===== config.mk =====
export PLATFORM = sky130hd
export DESIGN_NAME = ppfi_top
export DESIGN_NICKNAME = d
export VERILOG_FILES = /design/src/hw/ppfi_pkg.sv /design/src/hw/ppfi_top.sv /design/src/hw/ppfi_sync.sv /design/src/hw/ppfi_mem.sv
export VERILOG_INCLUDE_DIRS = /design/src /design/src/hw
export SDC_FILE = /design/constraint.sdc
export NUM_CORES = 2
export LEC_CHECK = 0
export BUFFER_PORTS_ARGS = -buffer_cell sky130_fd_sc_hd__buf_2
export CAP_MARGIN = 30
export CORE_UTILIZATION = 50
export DETAILED_ROUTE_END_ITERATION = 7
export GPL_ROUTABILITY_DRIVEN = 1
export PLACE_DENSITY = 0.71
export SETUP_SLACK_MARGIN = 0.2
export SYNTH_ARGS = -nofsm -noshare
export SYNTH_HDL_FRONTEND = slang
export SYNTH_MEMORY_MAX_BITS = 65536
export SYNTH_SLANG_ARGS = --single-unit

===== constraint.sdc =====
create_clock -name ref_clk_i -period 6 [get_ports ref_clk_i]
set_input_delay 0.9 -clock ref_clk_i [delete_from_list [all_inputs] [get_ports ref_clk_i]]
set_output_delay 0.9 -clock ref_clk_i [all_outputs]
set_load 0.02 [all_outputs]

===== src/hw/ppfi_cfg.svh =====
// Constants for the parallel programming fuse interface
`ifndef PPFI_CFG_SVH
`define PPFI_CFG_SVH
`define PPFI_FUSE_EXT_RST   8'hFF
`define PPFI_FUSE_HIGH_RST  8'h99
`define PPFI_FUSE_LOW_RST   8'h62
`define PPFI_LOCK_RST       8'hFF
`define PPFI_EXT_UNUSED     8'hF8
`define PPFI_BIT_BOD_HI     2
`define PPFI_BIT_BOD_LO     1
`define PPFI_BIT_RST_DIS    0
`define PPFI_BIT_OCD        7
`define PPFI_BIT_SCAN       6
`define PPFI_BIT_SERIAL     5
`define PPFI_BIT_WDT        4
`define PPFI_BIT_EEPROM_PRESERVE     3
`define PPFI_BIT_BOOT_HI    2
`define PPFI_BIT_BOOT_LO    1
`define PPFI_BIT_RSTVEC     0
`define PPFI_BIT_CLOCK_DIV_BY_EIGHT     7
`define PPFI_BIT_CLOCK_OUTPUT_ENABLE      6
`define PPFI_BIT_SUT_HI     5
`define PPFI_BIT_SUT_LO     4
`define PPFI_BIT_CKSEL_HI   3
`define PPFI_BIT_CKSEL_LO   0
`define PPFI_BIT_LOCK1      0
`define PPFI_BIT_LOCK2      1
`define PPFI_CMD_ERASE      8'h80
`define PPFI_CMD_WR_FUSE    8'h40
`define PPFI_CMD_WR_LOCK    8'h20
`define PPFI_CMD_WR_FLASH   8'h10
`define PPFI_CMD_WR_EEPROM  8'h11
`define PPFI_CMD_RD_SIG     8'h08
`define PPFI_CMD_RD_FUSE    8'h04
`define PPFI_CMD_RD_FLASH   8'h02
`define PPFI_CMD_RD_EEPROM  8'h03
`define PPFI_SIG_ADDR0      8'h00
`define PPFI_SIG_ADDR1      8'h01
`define PPFI_SIG_ADDR2      8'h02
`define PPFI_PULSE_MIN_NS   250
`define PPFI_CLK_PERIOD_NS  10
`define PPFI_PULSE_CYC      ((`PPFI_PULSE_MIN_NS+`PPFI_CLK_PERIOD_NS-1)/`PPFI_CLK_PERIOD_NS)
`define PPFI_OP_CYC         16
`endif


===== src/hw/ppfi_pkg.sv =====
// Types for the parallel programming fuse interface
package ppfi_pkg;
	typedef enum logic [1:0]
	{
		PPFI_ACT_ADDR = 2'b00,
		PPFI_ACT_DATA = 2'b01,
		PPFI_ACT_CMD  = 2'b10,
		PPFI_ACT_IDLE = 2'b11
	} ppfi_action_type;
	typedef enum logic [1:0]
	{
		PPFI_ST_IDLE  = 2'b00,
		PPFI_ST_BUSY  = 2'b01,
		PPFI_ST_CLEAR = 2'b10
	} ppfi_state_type;
endpackage


===== src/hw/ppfi_top.sv =====
// Parallel programming port with fuses, lock, signature and calibration
`timescale 1ns/1ps
`include "ppfi_cfg.svh"
module ppfi_top
#(
	parameter int          MEM_AW   = 8,
	parameter int          PAGE_BITS = 2,
	parameter logic [7:0]  SIG_MAKER = 8'h5A,
	parameter logic [7:0]  SIG_SIZE  = 8'hA5,
	parameter logic [7:0]  SIG_PART  = 8'h3C,
	parameter logic [7:0]  CAL_BYTE  = 8'h80
)
(
	input  wire logic       ref_clk_i,
	input  wire logic       reset_i,
	input  wire logic       prog_mode_i,
	input  wire logic       serial_mode_i,
	input  wire logic       load_strobe_i,
	input  wire logic       strobe_action_bit0_i,
	input  wire logic       strobe_action_bit1_i,
	input  wire logic       byte_select_one_i,
	input  wire logic       byte_select_two_i,
	input  wire logic       write_n_i,
	input  wire logic       output_enable_n_i,
	input  wire logic       page_load_pulse_i,
	input  wire logic [7:0] data_i,
	output logic      [7:0] data_o,
	output logic      [7:0] data_oe_n_o,
	output logic            ready_busy_out_o,
	output logic            prog_entered_o,
	output logic      [7:0] active_ext_fuse_o,
	output logic      [7:0] active_high_fuse_o,
	output logic      [7:0] active_low_fuse_o,
	output logic            eeprom_preserve_o,
	output logic      [7:0] rc_osc_calibration_o
);
	import ppfi_pkg::*;

	initial
	begin
		if (MEM_AW < PAGE_BITS + 1 || MEM_AW > 16 || PAGE_BITS < 1)
			$error("ppfi_top memory geometry not supported");
	end

	// Pins come from the programmer, so all are synchronised
	logic [14:0] pins_s;
	ppfi_sync #(.WIDTH(15)) u_sync
	(
		.ref_clk_i (ref_clk_i),
		.reset_i   (reset_i),
		.async_i   ({prog_mode_i, serial_mode_i, load_strobe_i,
			strobe_action_bit0_i, strobe_action_bit1_i,
			byte_select_one_i, byte_select_two_i, write_n_i,
			output_enable_n_i, page_load_pulse_i, data_i[4:0]}),
		.sync_o    (pins_s)
	);
	logic [2:0] data_hi_s;
	ppfi_sync #(.WIDTH(3)) u_sync_hi
	(
		.ref_clk_i (ref_clk_i),
		.reset_i   (reset_i),
		.async_i   (data_i[7:5]),
		.sync_o    (data_hi_s)
	);

	logic       prog_s, serial_s, strobe_s, xa0_s, xa1_s, bs1_s, bs2_s;
	logic       wr_n_s, oe_n_s, page_load_pulse_s;
	logic [7:0] din_s;
	assign {prog_s, serial_s, strobe_s, xa0_s, xa1_s, bs1_s, bs2_s,
		wr_n_s, oe_n_s, page_load_pulse_s} = pins_s[14:5];
	assign din_s = {data_hi_s, pins_s[4:0]};

	// Edge detectors on synchronised pins
	logic strobe_d1_q, wr_d1_q, page_load_pulse_d1_q, prog_d1_q;
	always_ff @(posedge ref_clk_i or posedge reset_i)
	begin
		if (reset_i)
		begin
			strobe_d1_q <= 1'b0;
			wr_d1_q     <= 1'b0; // Synchroniser resets low: no false edge
			page_load_pulse_d1_q  <= 1'b0;
			prog_d1_q   <= 1'b0;
		end
		else
		begin
			strobe_d1_q <= strobe_s;
			wr_d1_q     <= wr_n_s;
			page_load_pulse_d1_q  <= page_load_pulse_s;
			prog_d1_q   <= prog_s;
		end
	end
	logic strobe_rise, wr_fall, page_load_pulse_rise, prog_rise, prog_fall;
	assign strobe_rise = strobe_s & ~strobe_d1_q;
	assign wr_fall     = ~wr_n_s & wr_d1_q;
	assign page_load_pulse_rise  = page_load_pulse_s & ~page_load_pulse_d1_q;
	assign prog_rise   = prog_s & ~prog_d1_q;
	assign prog_fall   = ~prog_s & prog_d1_q;

	ppfi_state_type state_q;
	logic [7:0] cmd_q, addr_lo_q, addr_hi_q, dat_lo_q, dat_hi_q;

	// Command, address and data latches hold until reloaded
	always_ff @(posedge ref_clk_i or posedge reset_i)
	begin
		if (reset_i)
		begin
			cmd_q     <= 8'h00;
			addr_lo_q <= 8'h00;
			addr_hi_q <= 8'h00;
			dat_lo_q  <= 8'hFF;
			dat_hi_q  <= 8'hFF;
		end
		else if (strobe_rise && prog_s && state_q == PPFI_ST_IDLE)
		begin
			case (ppfi_action_type'({xa1_s, xa0_s}))
				PPFI_ACT_ADDR:
					if (bs1_s) addr_hi_q <= din_s;
					else addr_lo_q <= din_s;
				PPFI_ACT_DATA:
					if (bs1_s) dat_hi_q <= din_s;
					else dat_lo_q <= din_s;
				PPFI_ACT_CMD:  cmd_q <= din_s;
				default:       ;
			endcase
		end
	end

	// Stored fuse bytes and lock byte; erase never touches fuses
	logic [7:0] fuse_ext_q, fuse_high_q, fuse_low_q, lock_q;
	logic fuse_wr, lock_blocked;
	assign lock_blocked = ~lock_q[`PPFI_BIT_LOCK1];
	assign fuse_wr = wr_fall && prog_s && state_q == PPFI_ST_IDLE &&
		cmd_q == `PPFI_CMD_WR_FUSE && !lock_blocked;
	always_ff @(posedge ref_clk_i or posedge reset_i)
	begin
		if (reset_i)
		begin
			fuse_ext_q  <= `PPFI_FUSE_EXT_RST;
			fuse_high_q <= `PPFI_FUSE_HIGH_RST;
			fuse_low_q  <= `PPFI_FUSE_LOW_RST;
		end
		else if (fuse_wr)
		begin
			if (bs1_s && !bs2_s)
			begin
				fuse_high_q <= dat_lo_q; // Latched byte, not live pins
				// Serial mode may not change its own enable
				if (serial_s)
					fuse_high_q[`PPFI_BIT_SERIAL] <=
						fuse_high_q[`PPFI_BIT_SERIAL];
			end
			else if (bs2_s)
				fuse_ext_q <= dat_lo_q | `PPFI_EXT_UNUSED;
			else
				fuse_low_q <= dat_lo_q;
		end
	end

	// Busy sequencer; erase walks every memory cell
	logic [MEM_AW-1:0] op_cnt_q;
	logic              erase_q, mem_wr_q, lock_wr;
	logic [7:0]        pbuf_q [0:(1<<PAGE_BITS)-1];
	assign lock_wr = wr_fall && prog_s && state_q == PPFI_ST_IDLE &&
		cmd_q == `PPFI_CMD_WR_LOCK;
	always_ff @(posedge ref_clk_i or posedge reset_i)
	begin
		if (reset_i)
		begin
			state_q  <= PPFI_ST_IDLE;
			op_cnt_q <= '0;
			erase_q  <= 1'b0;
			lock_q   <= `PPFI_LOCK_RST;
		end
		else
		begin
			case (state_q)
				PPFI_ST_IDLE:
				begin
					if (lock_wr)
						lock_q <= lock_q & dat_lo_q;
					if (wr_fall && prog_s && (cmd_q == `PPFI_CMD_ERASE ||
						cmd_q == `PPFI_CMD_WR_FLASH ||
						cmd_q == `PPFI_CMD_WR_EEPROM ||
						cmd_q == `PPFI_CMD_WR_FUSE || lock_wr))
					begin
						erase_q  <= cmd_q == `PPFI_CMD_ERASE;
						op_cnt_q <= '0;
						state_q  <= cmd_q == `PPFI_CMD_ERASE ?
							PPFI_ST_CLEAR : PPFI_ST_BUSY;
					end
				end
				PPFI_ST_BUSY:
				begin
					op_cnt_q <= op_cnt_q + 1'b1;
					if (op_cnt_q == MEM_AW'(`PPFI_OP_CYC - 1))
						state_q <= PPFI_ST_IDLE;
				end
				PPFI_ST_CLEAR:
				begin
					op_cnt_q <= op_cnt_q + 1'b1;
					// Lock clears on the same edge that erases the last cell
					if (&op_cnt_q)
					begin
						lock_q  <= `PPFI_LOCK_RST;
						erase_q <= 1'b0;
						state_q <= PPFI_ST_IDLE;
					end
				end
				default: state_q <= PPFI_ST_IDLE;
			endcase
		end
	end
	assign ready_busy_out_o = state_q == PPFI_ST_IDLE;

	// Page buffer loads on page-load rising edge
	logic [PAGE_BITS-1:0] word_idx;
	assign word_idx = addr_lo_q[PAGE_BITS-1:0];
	always_ff @(posedge ref_clk_i)
	begin
		if (page_load_pulse_rise && prog_s)
			pbuf_q[word_idx] <= (cmd_q == `PPFI_CMD_WR_FLASH && bs1_s) ?
				dat_hi_q : dat_lo_q;
	end

	// Page write streams the buffer into memory during busy cycles
	logic [MEM_AW-1:0] mem_addr, page_base;
	logic              flash_wr, ee_wr, flash_clr, ee_clr;
	assign page_base = MEM_AW'({addr_hi_q, addr_lo_q}) &
		~MEM_AW'((1 << PAGE_BITS) - 1);
	assign mem_addr = (state_q == PPFI_ST_CLEAR) ? op_cnt_q :
		(state_q == PPFI_ST_BUSY) ?
		(page_base | MEM_AW'(op_cnt_q[PAGE_BITS-1:0])) :
		MEM_AW'({addr_hi_q, addr_lo_q});
	assign mem_wr_q = state_q == PPFI_ST_BUSY &&
		op_cnt_q < MEM_AW'(1 << PAGE_BITS);
	assign flash_wr  = mem_wr_q && cmd_q == `PPFI_CMD_WR_FLASH;
	assign ee_wr     = mem_wr_q && cmd_q == `PPFI_CMD_WR_EEPROM;
	assign flash_clr = erase_q && state_q == PPFI_ST_CLEAR;
	assign ee_clr    = flash_clr && eeprom_preserve_o;

	logic [7:0] flash_rd, ee_rd;
	ppfi_mem #(.AW(MEM_AW)) u_flash
	(
		.ref_clk_i (ref_clk_i),
		.reset_i   (reset_i),
		.wr_en_i   (flash_wr),
		.wr_addr_i (mem_addr),
		.wr_data_i (pbuf_q[op_cnt_q[PAGE_BITS-1:0]]),
		.clr_i     (flash_clr),
		.rd_addr_i (mem_addr),
		.rd_data_o (flash_rd)
	);
	ppfi_mem #(.AW(MEM_AW)) u_eeprom
	(
		.ref_clk_i (ref_clk_i),
		.reset_i   (reset_i),
		.wr_en_i   (ee_wr),
		.wr_addr_i (mem_addr),
		.wr_data_i (pbuf_q[op_cnt_q[PAGE_BITS-1:0]]),
		.clr_i     (ee_clr),
		.rd_addr_i (mem_addr),
		.rd_data_o (ee_rd)
	);

	// Active fuse copies latch on entry and after exit
	logic first_q;
	always_ff @(posedge ref_clk_i or posedge reset_i)
	begin
		if (reset_i)
		begin
			first_q            <= 1'b1;
			active_ext_fuse_o  <= `PPFI_FUSE_EXT_RST;
			active_high_fuse_o <= `PPFI_FUSE_HIGH_RST;
			active_low_fuse_o  <= `PPFI_FUSE_LOW_RST;
		end
		else
		begin
			first_q <= 1'b0;
			if ((first_q && !prog_s) || prog_rise || prog_fall)
			begin
				active_ext_fuse_o  <= fuse_ext_q;
				active_high_fuse_o <= fuse_high_q;
				active_low_fuse_o  <= fuse_low_q;
			end
		end
	end
	// Preserve bit bypasses the latch; low means programmed
	assign eeprom_preserve_o = fuse_high_q[`PPFI_BIT_EEPROM_PRESERVE];
	assign prog_entered_o = prog_d1_q;

	// Calibration register loaded while reset is applied
	always_ff @(posedge ref_clk_i or posedge reset_i)
	begin
		if (reset_i)
			rc_osc_calibration_o <= CAL_BYTE;
		else
			rc_osc_calibration_o <= rc_osc_calibration_o;
	end

	// Read mux; signature ignores lock state
	logic [7:0] rd_byte;
	always_comb
	begin
		rd_byte = 8'hFF;
		if (cmd_q == `PPFI_CMD_RD_SIG)
		begin
			if (bs1_s)
				rd_byte = CAL_BYTE;
			else if (addr_lo_q == `PPFI_SIG_ADDR0)
				rd_byte = SIG_MAKER;
			else if (addr_lo_q == `PPFI_SIG_ADDR1)
				rd_byte = SIG_SIZE;
			else if (addr_lo_q == `PPFI_SIG_ADDR2)
				rd_byte = SIG_PART;
		end
		else if (cmd_q == `PPFI_CMD_RD_FUSE)
		begin
			if (bs1_s && bs2_s)
				rd_byte = lock_q;
			else if (bs1_s)
				rd_byte = fuse_high_q;
			else if (bs2_s)
				rd_byte = fuse_ext_q;
			else
				rd_byte = fuse_low_q;
		end
		else if (cmd_q == `PPFI_CMD_RD_FLASH)
			rd_byte = lock_q[`PPFI_BIT_LOCK2] ? flash_rd : 8'hFF;
		else if (cmd_q == `PPFI_CMD_RD_EEPROM)
			rd_byte = lock_q[`PPFI_BIT_LOCK2] ? ee_rd : 8'hFF;
	end

	// Bus driven only while output enable is low
	always_ff @(posedge ref_clk_i or posedge reset_i)
	begin
		if (reset_i)
		begin
			data_o      <= 8'h00;
			data_oe_n_o <= 8'hFF;
		end
		else
		begin
			data_o      <= rd_byte;
			data_oe_n_o <= {8{~(prog_s & ~oe_n_s)}};
		end
	end
endmodule


===== src/hw/ppfi_sync.sv =====
// Two-flop synchroniser for a bus of pin inputs
`timescale 1ns/1ps
module ppfi_sync
#(
	parameter int WIDTH = 1
)
(
	input  wire logic             ref_clk_i,
	input  wire logic             reset_i,
	input  wire logic [WIDTH-1:0] async_i,
	output logic      [WIDTH-1:0] sync_o
);
	logic [WIDTH-1:0] meta_q;

	initial
	begin
		if (WIDTH < 1)
			$error("ppfi_sync width must be positive");
	end

	// First stage feeds only the second stage
	always_ff @(posedge ref_clk_i or posedge reset_i)
	begin
		if (reset_i)
		begin
			meta_q <= '0;
			sync_o <= '0;
		end
		else
		begin
			meta_q <= async_i;
			sync_o <= meta_q;
		end
	end
endmodule


===== src/hw/ppfi_mem.sv =====
// Small byte memory with registered read data
`timescale 1ns/1ps
module ppfi_mem
#(
	parameter int AW = 8
)
(
	input  wire logic          ref_clk_i,
	input  wire logic          reset_i,
	input  wire logic          wr_en_i,
	input  wire logic [AW-1:0] wr_addr_i,
	input  wire logic [7:0]    wr_data_i,
	input  wire logic          clr_i,
	input  wire logic [AW-1:0] rd_addr_i,
	output logic      [7:0]    rd_data_o
);
	logic [7:0] mem_q [0:(1<<AW)-1];

	initial
	begin
		if (AW < 1 || AW > 16)
			$error("ppfi_mem address width out of range");
	end

	// Erase writes one cell per cycle, the caller walks addresses
	always_ff @(posedge ref_clk_i)
	begin
		if (clr_i)
			mem_q[wr_addr_i] <= 8'hFF;
		else if (wr_en_i)
			mem_q[wr_addr_i] <= wr_data_i;
	end

	// Registered read port
	always_ff @(posedge ref_clk_i or posedge reset_i)
	begin
		if (reset_i)
			rd_data_o <= 8'hFF;
		else
			rd_data_o <= mem_q[rd_addr_i];
	end
endmodule


==> impl_metrics.tcl <==
set metrics [dict create \
    synth_edf_count 4128 \
    clkLatencyLatePin_ps 950 \
    clk_path_buf_depth 4 \
    via_per_inst 6.650 \
    drv_slew 0 \
    final_nets 9435 \
    synth_seq_area_share_pct 80.42 \
    grt_use_met2_pct 39.24 \
    gr-total-overflow 0 \
    rsz0062_at_grt "no" \
    cp-end-kind "flop" \
    maxCapViolCount 0 \
    tns_ps 0 \
    min_period_ps 5116 \
    finalHoldViolations 0 \
    ys_ff_latch 4283 \
    finalCritPeriodShare_pct 85.27 \
    postCtsSetupBuffers 0 \
    core_area_sq_um 315700 \
    remaining_drc_errors 0 \
    status "complete, no violations" \
    irDropWorstVdd_v 0.0004415 \
    drt_iter0_drc 14790 \
    yosysTopAreaCellShare_pct 77.93 \
    grt_max_degree 201 \
    power_density_nw_per_um2 367.2 \
    ff2ff_path_depth 10 \
    whs_ps 56.15 \
    area_growth_pct 12.31 \
    grt_pass1_wl_mm 598.9 \
    gr-usage-met1_pct 34.98 \
    cts_tree "built" \
    ios 71 \
    total_power_w 0.06559 \
    dr.pass1.iters 7 \
    drt_wl_total_mm 413.6 \
    hold_path.class "input port to flop" \
    cp.required_ps 6850 \
    p_leak_nw 61.35 \
    regToRegStartpoint "state_q[0]" \
    p_sw_share_pct 26.04 \
    avgSynthCellArea_sq_um 17.06 \
    syn_area_sq_um 159100 \
    seq_area_sq_um 127900 \
    fillers 22910 \
    crit_arrival_ps 5970 \
    fmax_ghz 0.1954 \
    ctsHoldBuffers 1 \
    start_util_pct 50.38 \
    seqPwrFrac_pct 49.9 \
    clkPwrFrac_pct 38.5 \
    clkSlewWorstSetupHoldPaths_ps 70 \
    die_w_um 566.0 \
    startpoint_type "flop" \
    slew_headroom_pct 20.61 \
    root_buffer "clkbuf_16" \
    cts.sinks 4283 \
    syn_inst 9326 \
    vias 92480 \
    fin_util_pct 56.58 \
    numCtsBuffers 397 \
    grt_util_met3_pct 5.125 \
    path_class "flop to flop" \
    skew_ps 84.08 \
    p_sw_w 0.01708 \
    grt_use_total_pct 25.00 \
    busiest_layer "met2" \
    hold_path_end "u_sync.meta_q[13]" \
    crit_path_max_fanout 65 \
    final_cells 13910 \
    dieArea_sq_um 320400 \
    combPwrFrac_pct 11.6 \
    num_rows 206 \
    grt_pass1_vias 88410 \
    synth_area_leaders "edfxtp_1, a22oi_1, a21oi_1" \
    async_flop_share_pct 3.619 \
    cts.repair.resized 0 \
    routedWlPerCell_um 29.75 \
    synth_cell_type_count 52 \
    place_hpwl_mm 240.2 \
    setup_viol 0 \
    synth_ff_type "edfxtp_1" \
    antenna_found_initial 20 \
    drive_above_1_share_pct 12.26 \
    multi_input_area_sq_um 28680 \
    die_h_um 566.0 \
    antenna_left 0 \
    yosysWarnings 0 \
    dp.cells 13160 \
    io_buffers 57 \
    holdPathStages 1 \
    worst_pin_slew_ps 1191 \
    h-tree-depth 5 \
    synth_top_area_cell "edfxtp_1" \
    ff2ff_setup_slack_ps 880 \
    r2r_end "u_flash.rd_data_o[2]" \
    hold_start "serial_mode_i" \
    intPower_w 0.04851 \
    place_congestion 0.8835 \
]
==> cells by family after synthesis <==
logic type	after synthesis	synth area share, %
buffers and inverters	728	1.849
adders and majority gates	4	0.03146
other	2	0.004721
AOI/OAI and AO/OA	3457	14.91
and+or+nand+nor	742	1.945
muxes	104	0.8070
DFF	4283	80.42
xor gates and xnor gates	6	0.03304
==> flip-flops by register name, indices dropped and copies added (netlist names), 15 cells and up <==
signal	flops
u_sync.meta_q	15
u_sync.sync_o	15
pbuf_q	32
u_flash.mem_q	2048
u_eeprom.mem_q	2048
==> Yosys cell counts (all sizes together) (3+ instances only) <==
library cell and count:
a21o 3, a21oi 1036, a22oi 2049, a41oi 64, buf 153, clkbuf 563
dfrtp 93, dfstp 62, edfxtp 4128, ha 4, inv 12, mux2 84
mux2i 9, mux4 11, nand2 75, nand2b 31, nand3 37, nand3b 7
nor2 545, nor3 9, nor4 4, o21a 3, o21ai 21, o221ai 7
o22ai 4, o31ai 4, o41ai 256, or3 3, or4 18, xnor2 3
xor2 3
==> layout make-up <==
class                   count  area share, %
diodes                     12        0.01681
repair buffers            390          2.126
clock buffers             487          5.918
well taps                4160          2.914
multi-input cells        4327          16.05
clock inverters           235          1.340
flip-flops and latches   4283          71.60
inverters                  12        0.02802
==> how the worst max path moves through the flow <==
stage | start | endpoint | depth (start not counted)
6_report | state_q[0] | u_flash.rd_data_o[2] | 10
5_1_grt | op_cnt_q[0] | u_flash.rd_data_o[6] | 11
4_1_cts | op_cnt_q[0] | u_flash.rd_data_o[6] | 11
3_5_place_dp | op_cnt_q[0] | u_flash.rd_data_o[6] | 11
3_3_place_gp | op_cnt_q[0] | u_flash.rd_data_o[4] | 9
2_1_floorplan | state_q[0] | u_flash.mem_q[0][0] | 8
==> layer usage <==
metal,vias to the layer above,part of all wire [%]
li1,38590,-
met1,46740,38
met2,6217,47
met3,909,12
met4,18,3.6
met5,-,0.029
==> power by group through the flow <==
stage | sequential (W) | combinational (W) | clock (W)
6_report | 0.0327 | 0.00764 | 0.0252
5_1_grt | 0.0327 | 0.00786 | 0.0264
4_1_cts | 0.0327 | 0.00743 | 0.0253
3_5_place_dp | 0.0334 | 0.00740 | 0
3_3_place_gp | 0.0333 | 0.00722 | 0
2_1_floorplan | 0.0332 | 0.00436 | 0
==> critical path, cell delays in order (launching register included) <==
cell and delay [ps]:
dfrtp_1 380, inv_1 110, ha_2 340, buf_4 440, o21a_4 370, buf_12 310
buf_4 520, a21oi_1 130, o41ai_1 1060, a41oi_1 570, or4_1 630
==> stage by stage <==
stage               cell area (sq um)  setup WS, ps
floorplan                      159100         171.7
global placement               165100         889.2
detailed placement             165400          1044
CTS                            178400          1036
global route                   178600         860.7
finish                         178600         883.5
==> cells in the final DEF, fill, tap and decap left out, types with 7 or more instances in the layout <==
master	n
dfrtp_1	93
nor2_1	544
dfstp_2	62
o221ai_1	7
nand3_1	21
a22oi_1	2049
nand3b_1	7
nand2b_1	15
clkinv_2	74
clkbuf_16	407
a21oi_1	1032
mux4_2	11
buf_2	68
clkinv_1	79
nand2_1	58
diode_2	12
inv_6	11
or4_1	18
buf_16	7
clkbuf_8	8
a41oi_1	64
conb_1	14
clkinvlp_4	16
o41ai_1	256
nor3_1	9
nand3_2	16
nand2_2	17
buf_12	70
nand2b_4	16
o21ai_0	17
edfxtp_1	4128
clkbuf_1	70
inv_1	11
buf_4	230
bufinv_16	45
mux2_2	84
(Power assumes the default switching activity.)
